### src/verilog/icrb_pkg.sv
package icrb_pkg;
	// ----------------------------------------
	// Register offsets (byte addresses)
	// ----------------------------------------
	localparam logic [7:0] OFS_COUNTER_TEST = 8'hB0;
	localparam logic [7:0] OFS_TRANSFER_MODE = 8'hB4;
	localparam logic [7:0] OFS_TASKFILE_LOW = 8'hC0;
	localparam logic [7:0] OFS_TASKFILE_HIGH = 8'hC4;

	// ----------------------------------------
	// Reset values and fields
	// ----------------------------------------
	localparam logic [31:0] RST_COUNTER_TEST = 32'h0000_0000;
	localparam logic [31:0] RST_TRANSFER_MODE = 32'h0000_0022;
	localparam logic [31:0] RST_TASKFILE = 32'h0000_0000;
	localparam int MOD_SEL_LSB = 28;
	localparam int NIB_SEL_LSB = 24;
	localparam int SUB_SEL_LSB = 16;
	localparam int DRV1_MODE_LSB = 4;
	localparam int DRV0_MODE_LSB = 0;

	// ----------------------------------------
	// Module and sub-module codes
	// ----------------------------------------
	localparam logic [3:0] MOD_DATA_INTERFACE = 4'h1;
	localparam logic [3:0] MOD_TIMER = 4'h2;
	localparam logic [3:0] MOD_BUS_INTERFACE = 4'h3;
	localparam logic [3:0] MOD_ULTRA_WRITE = 4'h4;
	localparam logic [7:0] SUB_FIFO_DATA = 8'h01;
	localparam logic [7:0] SUB_TIMER1 = 8'h01;
	localparam logic [7:0] SUB_TIMER4 = 8'h04;
	localparam logic [7:0] SUB_BYTE_COUNT = 8'h01;
	localparam logic [7:0] SUB_WATCHDOG = 8'h02;
	localparam logic [7:0] SUB_ULTRA_TIMER = 8'h01;
	localparam logic [7:0] NIB_LSN = 8'h01;

	// ----------------------------------------
	// Byte-enable patterns (active high)
	// ----------------------------------------
	localparam logic [3:0] BE_BYTE = 4'h1;
	localparam logic [3:0] BE_HALF = 4'h3;
	localparam logic [3:0] BE_WORD = 4'hF;

	// ----------------------------------------
	// Transfer mode encodings
	// ----------------------------------------
	typedef enum logic [1:0] {
		ICRB_PIO_NO_IORDY = 2'h0,
		ICRB_PIO_IORDY = 2'h1,
		ICRB_DMA = 2'h2,
		ICRB_ULTRA_DMA = 2'h3
	} icrb_mode_t;

	typedef struct packed {
		logic wr;
		logic rd;
		logic [7:0] addr;
		logic [3:0] be;
		logic [31:0] wdata;
	} icrb_req_t;

	typedef struct packed {
		icrb_mode_t drv1;
		icrb_mode_t drv0;
		logic iordy1;
		logic iordy0;
	} icrb_mode_out_t;

	typedef struct packed {
		logic [3:0] module_sel;
		logic [7:0] sub_sel;
		logic [15:0] data;
		logic load;
	} icrb_test_out_t;
endpackage

### src/verilog/icrb_bank.sv
`timescale 1ns/10ps
`default_nettype none
module icrb_bank
	import icrb_pkg::*;
(
	input wire logic clk,
	input wire logic sys_rst,
	input wire icrb_pkg::icrb_req_t req,
	input wire logic [15:0] counter_value,
	input wire logic [7:0] error_in,
	input wire logic [7:0] status_in,
	output logic [31:0] rdata,
	output logic rvalid,
	output icrb_pkg::icrb_test_out_t test_out,
	output icrb_pkg::icrb_mode_out_t mode_out,
	output logic [31:0] data_wr,
	output logic [3:0] data_wr_be,
	output logic data_wr_stb,
	output logic [7:0] sector_num,
	output logic [7:0] sector_cnt,
	output logic [7:0] features,
	output logic [7:0] command,
	output logic command_stb,
	output logic [7:0] dev_head,
	output logic [7:0] cyl_high,
	output logic [7:0] cyl_low
);
	import icrb_pkg::*;

	// ----------------------------------------
	// Decode helpers
	// ----------------------------------------
	function automatic logic lone_be(input logic [3:0] be, input int lane);
		lone_be = (be == 4'(1 << lane));
	endfunction

	function automatic logic data_be_ok(input logic [3:0] be);
		data_be_ok = (be == BE_BYTE) || (be == BE_HALF) || (be == BE_WORD);
	endfunction

	function automatic logic [31:0] be_mask(input logic [3:0] be);
		be_mask = {{8{be[3]}}, {8{be[2]}}, {8{be[1]}}, {8{be[0]}}};
	endfunction

	// Valid targets of the test selector
	function automatic logic target_ok(input logic [3:0] m, input logic [7:0] s, input logic [3:0] n);
		logic ok;
		ok = 1'b0;
		unique case (m)
			MOD_DATA_INTERFACE: ok = (s == SUB_FIFO_DATA);
			MOD_TIMER: ok = (s >= SUB_TIMER1) && (s <= SUB_TIMER4);
			MOD_BUS_INTERFACE: ok = (s == SUB_BYTE_COUNT) || (s == SUB_WATCHDOG);
			MOD_ULTRA_WRITE: ok = (s == SUB_ULTRA_TIMER);
			default: ok = 1'b0;
		endcase
		target_ok = ok && ($countones(n) == 1);
	endfunction

	// ----------------------------------------
	// State
	// ----------------------------------------
	logic [31:0] test_q, test_d;
	logic [1:0] drv0_q, drv0_d, drv1_q, drv1_d;
	logic [7:0] sec_q, sec_d, cnt_q, cnt_d, feat_q, feat_d;
	logic [7:0] cmd_q, cmd_d, head_q, head_d, ch_q, ch_d, cl_q, cl_d;
	logic [31:0] rdata_q, rdata_d, dwr_q, dwr_d;
	logic rvalid_q, rvalid_d, load_q, load_d, dstb_q, dstb_d, cstb_q, cstb_d;
	logic [3:0] dbe_q, dbe_d;
	logic iordy0_q, iordy0_d, iordy1_q, iordy1_d;

	logic hit_test, hit_mode, hit_low, hit_high, tgt_ok;

	always_comb
	begin
		hit_test = (req.addr == OFS_COUNTER_TEST);
		hit_mode = (req.addr == OFS_TRANSFER_MODE);
		hit_low = (req.addr == OFS_TASKFILE_LOW);
		hit_high = (req.addr == OFS_TASKFILE_HIGH);
		tgt_ok = target_ok(test_q[MOD_SEL_LSB +: 4], test_q[SUB_SEL_LSB +: 8], test_q[NIB_SEL_LSB +: 4]);
	end

	// ----------------------------------------
	// Next-state logic
	// ----------------------------------------
	always_comb
	begin
		test_d = test_q;
		drv0_d = drv0_q;
		drv1_d = drv1_q;
		sec_d = sec_q;
		cnt_d = cnt_q;
		feat_d = feat_q;
		cmd_d = cmd_q;
		head_d = head_q;
		ch_d = ch_q;
		cl_d = cl_q;
		rdata_d = rdata_q;
		rvalid_d = 1'b0;
		load_d = 1'b0;
		dwr_d = dwr_q;
		dbe_d = dbe_q;
		dstb_d = 1'b0;
		cstb_d = 1'b0;
		if (req.wr)
		begin
			if (hit_test)
			begin
				// Selector bytes follow byte enables like any plain register
				test_d = (test_q & ~be_mask(req.be)) | (req.wdata & be_mask(req.be));
				load_d = |req.be[1:0];
			end
			if (hit_mode && req.be[0])
			begin
				drv1_d = req.wdata[DRV1_MODE_LSB +: 2];
				drv0_d = req.wdata[DRV0_MODE_LSB +: 2];
			end
			if (hit_low)
			begin
				if (lone_be(req.be, 3))
					sec_d = req.wdata[31:24];
				else if (lone_be(req.be, 2))
					cnt_d = req.wdata[23:16];
				else if (lone_be(req.be, 1))
					feat_d = req.wdata[15:8];
				else if (data_be_ok(req.be))
				begin
					dwr_d = req.wdata & be_mask(req.be);
					dbe_d = req.be;
					dstb_d = 1'b1;
				end
			end
			if (hit_high)
			begin
				// Any multi-lane pattern is dropped whole
				if (lone_be(req.be, 3))
				begin
					cmd_d = req.wdata[31:24];
					cstb_d = 1'b1;
				end
				else if (lone_be(req.be, 2))
					head_d = req.wdata[23:16];
				else if (lone_be(req.be, 1))
					ch_d = req.wdata[15:8];
				else if (lone_be(req.be, 0))
					cl_d = req.wdata[7:0];
			end
		end
		if (req.rd)
		begin
			rvalid_d = 1'b1;
			rdata_d = 32'h0000_0000;
			if (hit_test)
				rdata_d = {test_q[31:16], tgt_ok ? counter_value : 16'h0000} & be_mask(req.be);
			else if (hit_mode)
				rdata_d = {24'h000000, 2'h0, drv1_q, 2'h0, drv0_q} & be_mask(req.be);
			else if (hit_low)
			begin
				if (lone_be(req.be, 3))
					rdata_d = {sec_q, 24'h000000};
				else if (lone_be(req.be, 2))
					rdata_d = {8'h00, cnt_q, 16'h0000};
				else if (lone_be(req.be, 1))
					rdata_d = {16'h0000, error_in, 8'h00};
				else
					rdata_d = 32'h0000_0000;
			end
			else if (hit_high)
			begin
				if (lone_be(req.be, 3))
					rdata_d = {status_in, 24'h000000};
				else if (lone_be(req.be, 2))
					rdata_d = {8'h00, head_q, 16'h0000};
				else if (lone_be(req.be, 1))
					rdata_d = {16'h0000, ch_q, 8'h00};
				else if (lone_be(req.be, 0))
					rdata_d = {24'h000000, cl_q};
				else
					rdata_d = 32'h0000_0000;
			end
		end
		// Flags stored beside the mode so the port comes straight from a flop
		iordy1_d = |drv1_d;
		iordy0_d = |drv0_d;
	end

	// ----------------------------------------
	// Registers
	// ----------------------------------------
	always_ff @(posedge clk or posedge sys_rst)
	begin
		if (sys_rst)
		begin
			test_q <= RST_COUNTER_TEST;
			drv1_q <= RST_TRANSFER_MODE[DRV1_MODE_LSB +: 2];
			drv0_q <= RST_TRANSFER_MODE[DRV0_MODE_LSB +: 2];
			sec_q <= RST_TASKFILE[31:24];
			cnt_q <= RST_TASKFILE[23:16];
			feat_q <= RST_TASKFILE[15:8];
			cmd_q <= RST_TASKFILE[31:24];
			head_q <= RST_TASKFILE[23:16];
			ch_q <= RST_TASKFILE[15:8];
			cl_q <= RST_TASKFILE[7:0];
			rdata_q <= 32'h0000_0000;
			rvalid_q <= 1'b0;
			load_q <= 1'b0;
			dwr_q <= 32'h0000_0000;
			dbe_q <= 4'h0;
			dstb_q <= 1'b0;
			cstb_q <= 1'b0;
			iordy1_q <= |RST_TRANSFER_MODE[DRV1_MODE_LSB +: 2];
			iordy0_q <= |RST_TRANSFER_MODE[DRV0_MODE_LSB +: 2];
		end
		else
		begin
			test_q <= test_d;
			drv1_q <= drv1_d;
			drv0_q <= drv0_d;
			sec_q <= sec_d;
			cnt_q <= cnt_d;
			feat_q <= feat_d;
			cmd_q <= cmd_d;
			head_q <= head_d;
			ch_q <= ch_d;
			cl_q <= cl_d;
			rdata_q <= rdata_d;
			rvalid_q <= rvalid_d;
			load_q <= load_d;
			dwr_q <= dwr_d;
			dbe_q <= dbe_d;
			dstb_q <= dstb_d;
			cstb_q <= cstb_d;
			iordy1_q <= iordy1_d;
			iordy0_q <= iordy0_d;
		end
	end

	// ----------------------------------------
	// Outputs
	// ----------------------------------------
	assign rdata = rdata_q;
	assign rvalid = rvalid_q;
	assign test_out = '{module_sel: test_q[MOD_SEL_LSB +: 4], sub_sel: test_q[SUB_SEL_LSB +: 8],
		data: test_q[15:0], load: load_q};
	assign mode_out = '{drv1: icrb_mode_t'(drv1_q), drv0: icrb_mode_t'(drv0_q),
		iordy1: iordy1_q, iordy0: iordy0_q};
	assign data_wr = dwr_q;
	assign data_wr_be = dbe_q;
	assign data_wr_stb = dstb_q;
	assign sector_num = sec_q;
	assign sector_cnt = cnt_q;
	assign features = feat_q;
	assign command = cmd_q;
	assign command_stb = cstb_q;
	assign dev_head = head_q;
	assign cyl_high = ch_q;
	assign cyl_low = cl_q;

	// ----------------------------------------
	// Checks
	// ----------------------------------------
	property p_iordy;
		@(posedge clk) disable iff (sys_rst) mode_out.iordy0 == (mode_out.drv0 != ICRB_PIO_NO_IORDY);
	endproperty
	a_iordy: assert property (p_iordy) else $error("iordy flag wrong");

	property p_mode_rsv;
		@(posedge clk) disable iff (sys_rst) (req.rd && hit_mode) |=> (rdata[31:6] == 26'h0) && (rdata[3:2] == 2'h0);
	endproperty
	a_mode_rsv: assert property (p_mode_rsv) else $error("reserved bits nonzero");

	property p_mode_wr;
		@(posedge clk) disable iff (sys_rst) (req.wr && hit_mode && req.be[0]) |=>
			(mode_out.drv1 == $past(req.wdata[5:4])) && (mode_out.drv0 == $past(req.wdata[1:0]));
	endproperty
	a_mode_wr: assert property (p_mode_wr) else $error("mode not stored");

	property p_bad_be;
		@(posedge clk) disable iff (sys_rst) (req.rd && hit_high && $countones(req.be) != 1) |=> rdata == 32'h0;
	endproperty
	a_bad_be: assert property (p_bad_be) else $error("illegal enables read nonzero");

	property p_high_stable;
		@(posedge clk) disable iff (sys_rst) (req.wr && hit_high && $countones(req.be) != 1) |=>
			$stable(cl_q) && $stable(ch_q) && $stable(head_q) && !command_stb;
	endproperty
	a_high_stable: assert property (p_high_stable) else $error("illegal write changed register");

	property p_cmd;
		@(posedge clk) disable iff (sys_rst) (req.wr && hit_high && req.be == 4'h8) |=>
			command_stb && command == $past(req.wdata[31:24]);
	endproperty
	a_cmd: assert property (p_cmd) else $error("command not captured");

	property p_feat;
		@(posedge clk) disable iff (sys_rst) (req.rd && hit_low && req.be == 4'h2) |=> rdata[15:8] == $past(error_in);
	endproperty
	a_feat: assert property (p_feat) else $error("error byte not returned");

	property p_data;
		@(posedge clk) disable iff (sys_rst) (req.wr && hit_low && req.be == BE_HALF) |=>
			data_wr_stb && data_wr == {16'h0, $past(req.wdata[15:0])};
	endproperty
	a_data: assert property (p_data) else $error("data port wrong");

	property p_load;
		@(posedge clk) disable iff (sys_rst) (req.wr && hit_test && req.be[0]) |=>
			test_out.load && test_out.data[7:0] == $past(req.wdata[7:0]);
	endproperty
	a_load: assert property (p_load) else $error("preload wrong");

	property p_sec;
		@(posedge clk) disable iff (sys_rst) (req.wr && hit_low && req.be == 4'h8) |=> sector_num == $past(req.wdata[31:24]);
	endproperty
	a_sec: assert property (p_sec) else $error("sector not stored");
endmodule
`default_nettype wire

### config.mk
export PLATFORM = sky130hd
export DESIGN_NAME = icrb_bank
export DESIGN_NICKNAME = d
export VERILOG_FILES = /design/src/verilog/icrb_pkg.sv /design/src/verilog/icrb_bank.sv
export SDC_FILE = /design/constraint.sdc
export NUM_CORES = 1
export LEC_CHECK = 0
export BUFFER_PORTS_ARGS = -buffer_cell sky130_fd_sc_hd__buf_2
export CORE_ASPECT_RATIO = 0.9
export CORE_MARGIN = 4
export CORE_UTILIZATION = 25
export CTS_CLUSTER_SIZE = 20
export DETAILED_ROUTE_END_ITERATION = 10
export PLACE_DENSITY = 0.45
export SYNTH_ARGS = -nofsm -noshare
export SYNTH_HDL_FRONTEND = slang
export SYNTH_SLANG_ARGS = --single-unit
### constraint.sdc
create_clock -name clk -period 5.8 [get_ports clk]
set_clock_uncertainty 0.05 [all_clocks]
set_input_delay 0.29 -clock clk [delete_from_list [all_inputs] [get_ports clk]]
set_output_delay 0.29 -clock clk [all_outputs]
set_load 0.02 [all_outputs]
==> flow_summary.json <==
{
  "synth-async-reset-ratio_pct": 100.0,
  "combPwrFrac_pct": 7.9,
  "cts-root-buf": "clkbuf_16",
  "grt_pass1_vias": 5857,
  "total_power_mw": 2.527,
  "cts.sinks": 166,
  "utilization_pct": 32.25,
  "clock.fmax_mhz": 317.7,
  "path_clk_slew_ns": 0.07,
  "rrSetupSlack_ns": 2.65,
  "port_buffers": 241,
  "p_seq_share_pct": 47.6,
  "die_area_um2": 32420,
  "yosys_most_used_dff": "dfrtp_1",
  "via_per_inst": 4.458,
  "worstSetupPathDepth": 9,
  "pwr-share-clk_pct": 44.5,
  "hold_start": "req[2]",
  "grt_overflow": 0,
  "synth_edf_count": 0,
  "timing.hold.ws_ns": 0.03258,
  "cap_violations": 0,
  "path_buf_inv": 2,
  "crit_arrival_ns": 3.44,
  "cts_tree": "built",
  "post-route-period-util_pct": 54.27,
  "syn_area_um2": 7401,
  "seq_area_frac_synth_pct": 56.20,
  "cp.required_ns": 6.09,
  "yosys-top-cells-count": "dfrtp_1, nand2_1, mux2_2, nor2_1, buf_4",
  "drive_gt1_share_pct": 45.48,
  "ys_types": 44,
  "hpwl_mm": 17.18,
  "crit_end": "rdata[5]",
  "cts_buffers": 17,
  "yosys_warnings": 0,
  "syn_to_final_growth_pct": 26.41,
  "die_w_um": 189.4,
  "gp_congestion": 0.7103,
  "rsz0062_at_grt": "false",
  "grt_pass1_wl_mm": 38.16,
  "dr.pass1.iters": 5,
  "finalMaxSlewViolations": 0,
  "grt_start_max_net_pins": 81,
  "cpPeakStageDelay_ns": 0.75,
  "worstMarginPinSlew_ns": 1.103,
  "r2r_cells": 9,
  "peakVddDrop_v": 0.0001821,
  "avgRoutedWirePerCell_um": 20.05,
  "crit_type": "register to register",
  "synthesis.nets": 722,
  "first_iter_violations": 250,
  "worst_path_max_delay_cell": "and3_1",
  "clkLatencyLatePin_ns": 0.43,
  "cp_top_family": "simple AND/OR/NAND/NOR gates",
  "cts.path.max_buffers": 2,
  "internal-power_mw": 1.883,
  "htree_levels": 4,
  "fin_tns_setup_ns": 0,
  "syn_area_per_cell_um2": 11.58,
  "drc": 0,
  "initial_core_util_pct": 25.51,
  "final_nets": 921,
  "synth_top_area_share_pct": 54.78,
  "path_cells": "inv_1 > fa_1 > inv_1 > ha_1 > ha_1 > nor4_1 > and3_1 > nand4_1 > a41oi_1",
  "synth-seq-cells": 166,
  "slew_headroom_pct": 26.18,
  "status": "complete, no violations",
  "ioPinCount": 242,
  "post_cts_buffers": 0,
  "num_rows": 59,
  "post-route-min-period_ns": 3.148,
  "power_density_nw_per_um2": 270.1,
  "die_h_um": 171.2,
  "yosys.area.top_type": "dfrtp_1",
  "switching_share_pct": 25.48,
  "synth_cells": 639,
  "timing.rr.end": "rdata[5]",
  "synth.most_common_cell": "dfrtp_1",
  "coreArea_um2": 29010,
  "netSwitchingPower_mw": 0.6439,
  "worstHoldPathType": "input port to register",
  "cp-end-kind": "register",
  "ant_nets": 0,
  "antenna_found_initial": 5,
  "hold_viol_final": 0,
  "vias": 5563,
  "placed_cell_area_um2": 8772,
  "wirelength_mm": 25.02,
  "stdcell_area_um2": 9355,
  "cp_max_fo": 16,
  "setup_viol": 0,
  "p_leak_nw": 5.032,
  "synth_area_leaders": "dfrtp_1, mux2_2, nand2_1, mux2_4, buf_4",
  "grt_usage_pct": 15.52,
  "worstSetupStartpointType": "register"
}
[power groups by stage]
stage	clock, mW	combinational [mW]	sequential [mW]
after floorplan	0	0.0886	1.25
after detailed placement	0	0.203	1.22
after global placement	0	0.203	1.22
final	1.13	0.199	1.20
after CTS	1.17	0.204	1.20
after global routing	1.21	0.220	1.21
[cells in the final DEF (no fill, tap or decap), types with 5 or more instances in the layout]
master | synthesis | routed
a31oi_1 | 12 | 12
and3_1 | 5 | 5
dfrtp_1 | 162 | 162
nor2_1 | 42 | 42
inv_1 | 6 | 5
buf_4 | 31 | 6
nand2_1 | 103 | 103
mux2i_1 | 17 | 17
nand3_1 | 29 | 29
mux2_2 | 84 | 84
nand4_1 | 17 | 17
mux2_4 | 16 | 16
a21oi_1 | 18 | 18
clkbuf_8 | 0 | 7
buf_2 | 1 | 241
clkinvlp_4 | 0 | 5
a2bb2oi_1 | 16 | 16
clkbuf_16 | 0 | 17
[through the flow]
step / setup WS [ns] / instances
after floorplan: 0.9766 / 639
after global placement: 2.428 / 1214
after detailed placement: 2.408 / 1214
after CTS: 2.664 / 1247
after global routing: 2.444 / 1248
final: 2.652 / 1248
[metal layers]
metal	vias to the layer above	track usage, %	share of wire (%)
met5	-	0	0.19
met4	8	3.585	0.89
met3	18	4.018	5.2
met2	147	24.00	46
met1	2792	22.01	48
li1	2598	-	-
[how the worst min path moves through the flow]
stage | to | cells after the start
detailed placement | data_wr[16] | 2
finish | data_wr[2] | 3
global route | data_wr[2] | 3
floorplan | rvalid | 0
CTS | data_wr[6] | 3
global placement | data_wr[16] | 2
[worst reg2reg max path: cells and delay by family, from the launching register on]
kind | cells | cell delay (ns)
AOI/OAI and AO/OA | 1 | 0.27
buffers and inverters | 2 | 0.10
and+or+nand+nor | 3 | 1.36
adders and majority gates | 3 | 0.91
DFF | 1 | 0.37
[cells by family (layout without fill, tap and decap cells)]
| family | after synthesis | after routing | synth area share (%) |
|---|---|---|---|
| xor+xnor | 1 | 1 | 0.1184 |
| compound gates | 53 | 53 | 4.852 |
| other cells | 0 | 1 | 0 |
| mux | 117 | 117 | 18.33 |
| simple gates | 225 | 225 | 14.15 |
| flops | 166 | 166 | 56.20 |
| fa+ha+maj | 3 | 3 | 0.6086 |
| buf+inv | 74 | 286 | 5.748 |
[final cells by class]
type	count	area, um^2
inverter	6	27.53
fill	3016	19660
antenna	1	2.502
tap	396	495.5
clock inverter	5	37.54
timing repair buffer	248	1261
clock buffer	27	533.0
sequential	166	4159
multi-input combinational	399	2839
[repair_timing]
item	in CTS	in global routing
resized for setup	0	0
hold buffers	1	0
endpoints found under the hold margin	26	0
Power figures use the tool's default switching activity.
